===== src/ut16_pkg.sv =====
/*
  Constants shared by the 16-bit prescaled up timer: register offsets on the
  8-bit core register port, field positions, reset values and widths.
  Assumes an 8-bit core bus with one-cycle strobes and data read one cycle later.
*/
package ut16_pkg;
  // Data widths.
  localparam int DATA_W = 8;
  localparam int CNT_W  = 16;
  localparam int PRE_W  = 7;

  // Register offsets.
  localparam logic [7:0] OFS_IRQ_CTRL = 8'hF7;
  localparam logic [7:0] OFS_IRQ_STS  = 8'hF8;
  localparam logic [7:0] OFS_IRQ_MASK = 8'hF9;
  localparam logic [7:0] OFS_MODE     = 8'hFA;
  localparam logic [7:0] OFS_CNT_LO   = 8'hFB;
  localparam logic [7:0] OFS_CNT_HI   = 8'hFC;

  // Mode register fields.
  localparam int MODE_RUN_BIT = 7;
  localparam int MODE_PRE_HI  = 6;
  localparam int MODE_PRE_LO  = 4;
  localparam int MODE_SRC_BIT = 3;
  localparam int MODE_LSB     = 3;

  // Interrupt control register fields.
  localparam int CTRL_FLAG_BIT = 0;
  localparam int CTRL_IEN_BIT  = 1;

  // Status and mask fields.
  localparam int STS_W       = 2;
  localparam int STS_OVF_BIT = 0;
  localparam int STS_CAP_BIT = 1;

  // Reset values and terminal counts.
  localparam logic [4:0]        MODE_RST = 5'h00;
  localparam logic [CNT_W-1:0]  CNT_RST  = 16'h0000;
  localparam logic [CNT_W-1:0]  CNT_FULL = 16'hFFFF;
  localparam logic [CNT_W-1:0]  CNT_ONE  = 16'h0001;
  localparam logic [PRE_W-1:0]  PRE_RST  = 7'h00;
  localparam logic [PRE_W-1:0]  PRE_ONE  = 7'h01;
  localparam logic [PRE_W-1:0]  PRE_FULL = 7'h7F;
  localparam logic [STS_W-1:0]  STS_RST  = 2'h0;
  localparam logic [DATA_W-1:0] RD_NONE  = 8'h00;
endpackage


===== src/ut16_timer.sv =====
/*
  Sixteen-bit binary up timer with a 7-bit prescaler on a 3-bit code, source select,
  overflow flag with interrupt, and a coherent low/high byte latch.
  Assumes fcpuTick and fhoscTick are one-cycle enables synchronous to core_clk,
  captureDone is a one-cycle pulse from the capture sub-block, and software
  reaches the registers over a plain strobe port with read data one cycle later.
*/
`timescale 1ns/10ps

// Behaviour
// - The counter holds while the run bit is 0 and advances while it is 1.
// - While running the count rises by one per prescaled timer clock cycle.
// - A step from 0xFFFF to 0x0000 is an overflow, and the count wraps to zero.
// - Each overflow sets the overflow flag, which only a software write of 0 clears.
// - No automatic reload happens; counting carries on upward from zero.
// - With the interrupt enable set, a set flag raises the interrupt request.
// - Source select 0 takes the instruction clock, 1 the high-speed oscillator clock.
// - Prescale codes 000 to 111 divide the source by 128 down to 1.
// - A high byte write is held and the low byte write loads all 16 bits at once.
// - A low byte read captures the whole count and the high byte read returns its top half.
// - The timer counts and flags in every power mode, but never wakes from low power.
// - A finished capture measurement sets the same flag and interrupt.
module ut16_timer
  import ut16_pkg::*;
(
  // Clock and reset.
  input  wire logic              core_clk,
  input  wire logic              sys_rst,
  // Register port.
  input  wire logic [7:0]        regAddr,
  input  wire logic [DATA_W-1:0] regWdata,
  input  wire logic              regWr,
  input  wire logic              regRd,
  output logic      [DATA_W-1:0] regRdata,
  // Timer clock sources.
  input  wire logic              fcpuTick,
  input  wire logic              fhoscTick,
  // System side.
  input  wire logic              captureDone,
  input  wire logic              lowPowerMode,
  output logic                   irqOut,
  output logic                   wakeReq
);

  // Stored state.
  logic [4:0]        modeReg;
  logic [CNT_W-1:0]  countReg;
  logic [DATA_W-1:0] hiHoldReg;
  logic [CNT_W-1:0]  snapReg;
  logic [PRE_W-1:0]  preReg;
  logic              ovfFlagReg;
  logic              ienReg;
  logic [STS_W-1:0]  stsReg;
  logic [STS_W-1:0]  maskReg;

  // Decoded strobes and derived terms.
  logic              wrMode;
  logic              wrLo;
  logic              wrHi;
  logic              wrCtrl;
  logic              wrMask;
  logic              rdLo;
  logic              rdSts;
  logic              runBit;
  logic              srcTick;
  logic [2:0]        preCode;
  logic [PRE_W-1:0]  divMask;
  logic              stepNow;
  logic              ovfEvent;
  logic              ovfFlagNext;
  logic [STS_W-1:0]  stsNext;
  logic              irqNext;
  logic              ienNext;
  logic [STS_W-1:0]  maskNext;
  logic [DATA_W-1:0] rdNext;

  // Address decode of the strobes.
  assign wrMode = regWr && (regAddr == OFS_MODE);
  assign wrLo   = regWr && (regAddr == OFS_CNT_LO);
  assign wrHi   = regWr && (regAddr == OFS_CNT_HI);
  assign wrCtrl = regWr && (regAddr == OFS_IRQ_CTRL);
  assign wrMask = regWr && (regAddr == OFS_IRQ_MASK);
  assign rdLo   = regRd && (regAddr == OFS_CNT_LO);
  assign rdSts  = regRd && (regAddr == OFS_IRQ_STS);

  // Mode fields.
  assign runBit  = modeReg[MODE_RUN_BIT-MODE_LSB];
  assign preCode = modeReg[MODE_PRE_HI-MODE_LSB:MODE_PRE_LO-MODE_LSB];

  // Source select picks which enable feeds the prescaler.
  assign srcTick = modeReg[MODE_SRC_BIT-MODE_LSB] ? fhoscTick : fcpuTick;

  // Code n divides by 128 >> n: the step fires when the low 7-n bits are all ones.
  assign divMask = PRE_FULL >> preCode;
  assign stepNow = runBit && srcTick && ((preReg & divMask) == divMask);

  // Overflow is the step taken from full scale; the wrap to zero is free.
  assign ovfEvent = stepNow && (countReg == CNT_FULL);

  // Set wins over a software clear in the same cycle.
  always_comb begin
    ovfFlagNext = ovfFlagReg;
    if (wrCtrl && !regWdata[CTRL_FLAG_BIT]) begin
      ovfFlagNext = 1'b0;
    end
    if (ovfEvent || captureDone) begin
      ovfFlagNext = 1'b1;
    end
  end

  // Sticky status, cleared by a read, but a new event in that cycle survives.
  always_comb begin
    stsNext = rdSts ? STS_RST : stsReg;
    stsNext[STS_OVF_BIT] = stsNext[STS_OVF_BIT] | ovfEvent;
    stsNext[STS_CAP_BIT] = stsNext[STS_CAP_BIT] | captureDone;
  end

  // Enable and mask as they stand after this edge, so a write that turns on the
  // enable while the flag is already set raises irqOut at once rather than late.
  assign ienNext  = wrCtrl ? regWdata[CTRL_IEN_BIT] : ienReg;
  assign maskNext = wrMask ? regWdata[STS_W-1:0] : maskReg;

  // Interrupt from the enabled flag or from any unmasked status bit.
  assign irqNext = (ovfFlagNext && ienNext) || ((stsNext & maskNext) != STS_RST);

  // Read data mux; the high byte comes from the snapshot, not the live count.
  always_comb begin
    rdNext = RD_NONE;
    case (regAddr)
      OFS_MODE:     rdNext = {modeReg, 3'h0};
      OFS_CNT_LO:   rdNext = countReg[7:0];
      OFS_CNT_HI:   rdNext = snapReg[15:8];
      OFS_IRQ_CTRL: rdNext = {6'h00, ienReg, ovfFlagReg};
      OFS_IRQ_STS:  rdNext = {6'h00, stsReg};
      OFS_IRQ_MASK: rdNext = {6'h00, maskReg};
      default:      rdNext = RD_NONE;
    endcase
  end

  // Mode register keeps only bits 7..3; the low bits are not stored.
  always_ff @(posedge core_clk) begin
    if (sys_rst) begin
      modeReg <= MODE_RST;
    end else if (wrMode) begin
      modeReg <= regWdata[7:MODE_LSB];
    end
  end

  // Prescaler restarts while stopped so the first period after start is whole.
  always_ff @(posedge core_clk) begin
    if (sys_rst) begin
      preReg <= PRE_RST;
    end else if (!runBit) begin
      preReg <= PRE_RST;
    end else if (srcTick) begin
      preReg <= preReg + PRE_ONE;
    end
  end

  // Counter: a low byte write loads all 16 bits and wins over a step.
  always_ff @(posedge core_clk) begin
    if (sys_rst) begin
      countReg <= CNT_RST;
    end else if (wrLo) begin
      countReg <= {hiHoldReg, regWdata};
    end else if (stepNow) begin
      countReg <= countReg + CNT_ONE;
    end
  end

  // High byte write is held until the next high write; every low byte write loads it.
  always_ff @(posedge core_clk) begin
    if (sys_rst) begin
      hiHoldReg <= RD_NONE;
    end else if (wrHi) begin
      hiHoldReg <= regWdata;
    end
  end

  // Snapshot on a low byte read so the later high read is coherent.
  always_ff @(posedge core_clk) begin
    if (sys_rst) begin
      snapReg <= CNT_RST;
    end else if (rdLo) begin
      snapReg <= countReg;
    end
  end

  // Overflow flag and its enable.
  always_ff @(posedge core_clk) begin
    if (sys_rst) begin
      ovfFlagReg <= 1'b0;
      ienReg     <= 1'b0;
    end else begin
      ovfFlagReg <= ovfFlagNext;
      if (wrCtrl) begin
        ienReg <= regWdata[CTRL_IEN_BIT];
      end
    end
  end

  // Status and mask registers.
  always_ff @(posedge core_clk) begin
    if (sys_rst) begin
      stsReg  <= STS_RST;
      maskReg <= STS_RST;
    end else begin
      stsReg <= stsNext;
      if (wrMask) begin
        maskReg <= regWdata[STS_W-1:0];
      end
    end
  end

  // Outputs; counting never looks at lowPowerMode, only the wake does.
  always_ff @(posedge core_clk) begin
    if (sys_rst) begin
      regRdata <= RD_NONE;
      irqOut   <= 1'b0;
      wakeReq  <= 1'b0;
    end else begin
      regRdata <= regRd ? rdNext : RD_NONE;
      irqOut   <= irqNext;
      wakeReq  <= irqNext && !lowPowerMode;
    end
  end
endmodule


===== config.mk =====
export PLATFORM = sky130hd
export DESIGN_NAME = ut16_timer
export DESIGN_NICKNAME = d
export VERILOG_FILES = /design/src/ut16_pkg.sv /design/src/ut16_timer.sv
export SDC_FILE = /design/constraint.sdc
export NUM_CORES = 1
export LEC_CHECK = 0
export BUFFER_PORTS_ARGS = -buffer_cell sky130_fd_sc_hd__buf_2
export CAP_MARGIN = 20
export CELL_PAD_IN_SITES_DETAIL_PLACEMENT = 2
export CELL_PAD_IN_SITES_GLOBAL_PLACEMENT = 2
export CORE_AREA = 2 2 99 101
export DETAILED_ROUTE_END_ITERATION = 12
export DIE_AREA = 0 0 101 103
export PLACE_DENSITY = 0.84
export RECOVER_POWER = 100
export SYNTH_ARGS = -nofsm -noshare
export SYNTH_HDL_FRONTEND = slang
export SYNTH_SLANG_ARGS = --single-unit

===== constraint.sdc =====
create_clock -name core_clk -period 1.8 [get_ports core_clk]
set_input_delay 0.18 -clock core_clk [delete_from_list [all_inputs] [get_ports core_clk]]
set_output_delay 0.18 -clock core_clk [all_outputs]
set_load 0.02 [all_outputs]

After elaboration in Yosys (flattened, before gate mapping)
Index checks and enable logic that the tools add are counted.
{"block": "classes", "shifts": 1, "n_reduce_logical": 21, "muxes": 9, "n_addsub": 2, "n_eq_ne": 8, "bitwise_logic": 6}
{"operator": "8-bit equality test (second input constant)", "n": 6}
{"operator": "8-bit one-hot mux with 6 select lines", "n": 1}
{"operator": "16-bit 2-to-1 mux", "n": 2}
{"operator": "16-bit by 1-bit adder with 16-bit output (second input constant)", "n": 1}
{"operator": "16-bit equality test (second input constant)", "n": 1}
{"operator": "1-bit logical AND", "n": 13}
{"operator": "7-bit by 1-bit adder with 7-bit output (second input constant)", "n": 1}
{"operator": "7-bit AND", "n": 1}
{"operator": "7-bit equality test", "n": 1}
{"operator": "7-bit by 3-bit right shift with 7-bit output (first input constant)", "n": 1}
{"operator": "1-bit 2-to-1 mux", "n": 4}
{"operator": "2-bit 2-to-1 mux", "n": 2}
{"operator": "2-bit nonzero test", "n": 2}
{"operator": "2-bit OR reduction", "n": 2}
{"operator": "2-bit AND", "n": 1}
{"operator": "1-bit logical NOT", "n": 2}
{"operator": "1-bit logical OR", "n": 2}
{"operator": "1-bit NOT", "n": 2}
{"operator": "1-bit bitwise OR", "n": 2}
{"block": "word_totals", "output_inout_bits": 10, "register_bits": 68}

Depth between registers and ports, before layout
{"block": "depth", "ltp_word": 10, "depth_mapped": 7}

Worst setup path after synthesis
OpenSTA, ideal clock, no wires.
{"block": "synth_timing", "kind": "register to register", "startpoint": "register preReg[0]", "endpoint": "register countReg[13]", "path_buffers": 1, "synth_period_minus_slack_ns": 1.846, "slack_ns": -0.046, "arrival_ns": 1.784, "setup_ns": 0.062, "t_required_ns": 1.738, "stages_incl_launch_ff": 7, "cell_sequence": "dfxtp_1 a22o_1 nand3_4 or3_4 buf_6 or4_1 nand3_1"}
{"block": "synth_via", "elab_chain_len": 4}
{"element": "start: declaration", "line": "ut16_timer.sv:50", "source": "logic [PRE_W-1:0] preReg;"}
{"element": "start signal: assignment", "line": "ut16_timer.sv:156", "source": "preReg <= preReg + PRE_ONE;"}
{"element": "7-bit AND", "line": "ut16_timer.sv:95", "source": "assign stepNow = runBit && srcTick && ((preReg & divMask) == divMask);"}
{"element": "7-bit equality test", "line": "ut16_timer.sv:95"}
{"element": "1-bit logical AND", "line": "ut16_timer.sv:95"}
{"element": "2-bit nonzero test (no source line)"}
{"element": "end signal: assignment", "line": "ut16_timer.sv:165", "source": "countReg <= {hiHoldReg, regWdata};"}
{"element": "end signal: assignment", "line": "ut16_timer.sv:167", "source": "countReg <= countReg + CNT_ONE;"}
{"element": "end: declaration", "line": "ut16_timer.sv:47", "source": "logic [CNT_W-1:0] countReg;"}
No other way between the ends.
A chain may end at the register's enable or synchronous reset.

Worst setup path after layout
{"block": "layout_timing", "startpoint": "register modeReg[3]", "endpoint": "register countReg[9]"}
{"block": "layout_via", "elab_chain_len": 5}
{"element": "start: declaration", "line": "ut16_timer.sv:46", "source": "logic [4:0] modeReg;"}
{"element": "start signal: assignment", "line": "ut16_timer.sv:145", "source": "modeReg <= regWdata[7:MODE_LSB];"}
{"element": "7-bit by 3-bit right shift with 7-bit output *", "line": "ut16_timer.sv:94", "source": "assign divMask = PRE_FULL >> preCode;"}
{"element": "7-bit AND", "line": "ut16_timer.sv:95"}
{"element": "7-bit equality test *", "line": "ut16_timer.sv:95"}
{"element": "1-bit logical AND *", "line": "ut16_timer.sv:95"}
{"element": "2-bit nonzero test (no source line) *"}
Mark *: on every way between the ends. The rest lies on a longest branch, timed or not.

==> run_results.csv <==
group,metric,value,unit
logic_synthesis,yosys.area_share.simple,26.8,%
hold_path,worstHoldPathCells,3,
route,routedWlPerCell,21.9,um
logic_synthesis,synth-xor-area-share,4.04,%
floorplan,fp.dieArea,10400,um2
worst_setup_path,worst_setup_path_end_kind,"flop",
logic_synthesis,synth_top_family_by_area,"simple AND/OR/NAND/NOR gates",
global_routing,track_usage,22.7,%
sta,finalWorstSetupSlack,-0.0821,ns
layout,fin_area,3760,um2
logic_synthesis,synth_compound_area_share,19.7,%
global_routing,overflow,0,
logic_synthesis,synth.distinct_cells,45,
outcome,violations,"negative setup slack",
floorplan,num_rows,36,
logic_synthesis,synth_enable_flop_cells,0,
sta,holdWs,0.102,ns
sta,hold_viol_final,0,
hold_path,holdCritStartpoint,"regWdata[4]",
sta,fin_crit_sh,105,%
logic_synthesis,synthAdderAreaFrac,0.888,%
worst_setup_path,reg2reg_from,"modeReg[3]$_SDFFE_PP0P_",
route,drt_iter0_markers,149,
layout,fin_nets,446,
logic_synthesis,synth_area_leaders,"dfxtp_1 (43%), a21oi_1 (6.4%), nand2_1 (6.3%), nand3_1 (5.0%), o21ai_0 (3.2%)",
cts,clk_latency,0.36,ns
floorplan,die_h,103,um
cts,htreeDepth,3,
sta,finalMaxSlewViolations,0,
floorplan,initial_core_util,29.8,%
route,wl,11800,um
outcome,status,"finished, violations left",
layout,diodes,0,
sta,timing.slew.headroom,39.3,%
logic_synthesis,synth_top_area_share,42.6,%
logic_synthesis,ys_ff_latch,60,
placement,hpwl,7660,um
cts,numCtsBuffers,9,
global_routing,grt_pass1_wl,17700,um
placement,detailed_place.area,3390,um2
route,drtPass1Iterations,4,
sta,fmax,531,MHz
worst_setup_path,startpoint_type,"flop",
worst_setup_path,worstSetupPathType,"reg -> reg",
cts,cts-root-buf,"clkbuf_8",
floorplan,core,9460,um2
sta,finalSetupViolCount,8,
layout,mostFrequentLayoutCell,"nand2_1",
logic_synthesis,async_flop_share,0,%
global_routing,grt_max_degree,24,
worst_setup_path,r2r_slack,-0.08,ns
placement,io_buffers,33,
sta,worst_slew_pin_slew,0.910,ns
logic_synthesis,synthCells,342,
layout,final_layout_size_suffix_gt1_share,28.3,%
cts,cts.path.max_buffers,2,
logic_synthesis,synthesis.area,2820,um2
sta,min_period,1.88,ns
logic_synthesis,synth-main-ff-cell,"dfxtp_1",
worst_setup_path,required,2.09,ns
pwr,ir_drop,0.000280,V
floorplan,io_pins,34,
global_routing,grt_pass1_vias,3321,
route,via_per_inst,5.73,
sta,rsz0062_at_grt,"yes",
cts,path_clk_slew,0.07,ns
hold_path,hold_path_class,"in -> reg",
cts,clock_sinks,60,
worst_setup_path,reg2regPathDepth,6,
worst_setup_path,critPathArrivalTime,2.17,ns
route,drc,0,
logic_synthesis,synth.largest_area_cell,"dfxtp_1",
logic_synthesis,seq_area_frac_synth,42.6,%
sta,fin_skew,0.00678,ns
layout,syn2layout_area_growth,33.5,%
logic_synthesis,synth_mux_area_share,2.31,%
pwr,power.density,686,nW/um2
placement,routabilityCongestion,0.874,
logic_synthesis,synth.avg_cell_area,8.24,um2
global_routing,antenna_found_initial,0,
placement,place_ws,-0.160,ns
flow_run,drv_cap,0,
layout,final_cell_mix,"nand2_1 (46), dfxtp_1 (45), buf_4 (38), a21oi_1 (36), nand3_1 (27)",
worst_setup_path,worstPathMaxFanout,4,
worst_setup_path,r2r-end,"countReg[9]$_SDFFE_PP0P_",
pwr,fin_total_pwr,2.58,mW
hold_path,whs_endpoint,"modeReg[1]$_SDFFE_PP0P_",
pwr,p_leak,1.32,nW
floorplan,fp.dieW,101,um
logic_synthesis,synth_fp_nets,368,
route,vias,3084,
cts,cts_tree,"built",
logic_synthesis,synth_warnings,0,
sta,finalSetupTns,-0.409,ns
route,ant_nets,0,
## area by class of cell
cell class | count | area [um2]
inverter | 8 | 30.0
sequential | 60 | 1240
fill | 1084 | 5700
tap | 114 | 143
clock inverter | 2 | 10.0
timing repair buffer | 83 | 523
clock buffer | 13 | 159
multi-input combinational | 258 | 1660
## synth_stat cells (all sizes together), types with 7 or more instances
| cell | instances |
|---|---|
| nand3 | 29 |
| o31ai | 7 |
| inv | 8 |
| nand2 | 47 |
| nand4 | 13 |
| dfxtp | 60 |
| xnor2 | 8 |
| nor4 | 7 |
| nor2 | 19 |
| or4 | 8 |
| o21ai | 18 |
| a22oi | 7 |
| clkbuf | 16 |
| a31oi | 9 |
| a21oi | 36 |
## per-layer routing
layer / GRT usage (%) / up-vias / wire, um
met1: 24.8 / 1537 / 4660
met5: 0 / - / 0
met3: 5.36 / 36 / 427
met2: 41.5 / 89 / 6350
li1: - / 1422 / -
met4: 10.8 / 0 / 318
## what timing repair did
action,4_1_cts,5_1_grt
hold buffers,1,0
gates cloned,1,0
setup endpoints to repair,10,15
pin swaps,17,9
hold endpoints to repair,1,0
gates resized for setup,21,30
setup buffers,4,1
## cell families after synthesis
family / Yosys count
XOR/XNOR: 13
AND/OR/NAND/NOR: 146
buffers and inverters: 25
flip-flops: 60
adder cells (fa/ha/maj): 2
AO/OA/AOI/OAI: 90
multiplexers: 6
## power breakdown
part           total [mW]  internal (mW)  switching, mW
Sequential           1.33           1.32        0.00401
Combinational       0.139         0.0460         0.0927
Clock                1.12          0.564          0.553
Total                2.58           1.93          0.650
## worst max path at each step
stage                                  start                         to  slack (ns)  depth (start not counted)
floorplan            modeReg[0]$_SDFFE_PP0P_  countReg[15]$_SDFFE_PP0P_       -0.01                          5
global placement    countReg[5]$_SDFFE_PP0P_         wakeReq$_SDFF_PP0_       -0.05                          6
detailed placement   modeReg[3]$_SDFFE_PP0P_  countReg[15]$_SDFFE_PP0P_       -0.16                          6
CTS                  modeReg[3]$_SDFFE_PP0P_   countReg[9]$_SDFFE_PP0P_       -0.05                          6
global route        countReg[7]$_SDFFE_PP0P_  countReg[15]$_SDFFE_PP0P_       -0.16                          5
finish               modeReg[3]$_SDFFE_PP0P_   countReg[9]$_SDFFE_PP0P_       -0.08                          6
## worst max-delay path: stages (launching register included)
cell and delay [ns]:
dfxtp_4 0.38, buf_6 0.10, a211o_1 0.13, nand2_2 0.09
or3_4 0.38, or4_4 0.55, a31oi_4 0.17
## stage by stage
stage / util (%) / std cells
finish: 39.8 / 538
global route: 39.8 / 538
CTS: 38.8 / 536
detailed placement: 35.8 / 515
global placement: 35.8 / 515
floorplan: - / 342
## flip-flops by register name, indices dropped and copies added (netlist names)
signal and flops:
regRdata 8, hiHoldReg 8, stsReg 2, countReg 16
snapReg 8, preReg 7, modeReg 5, irqOut 1
wakeReq 1, ovfFlagReg 1, maskReg 2, ienReg 1
No activity file was read; power rests on OpenSTA's default activity.
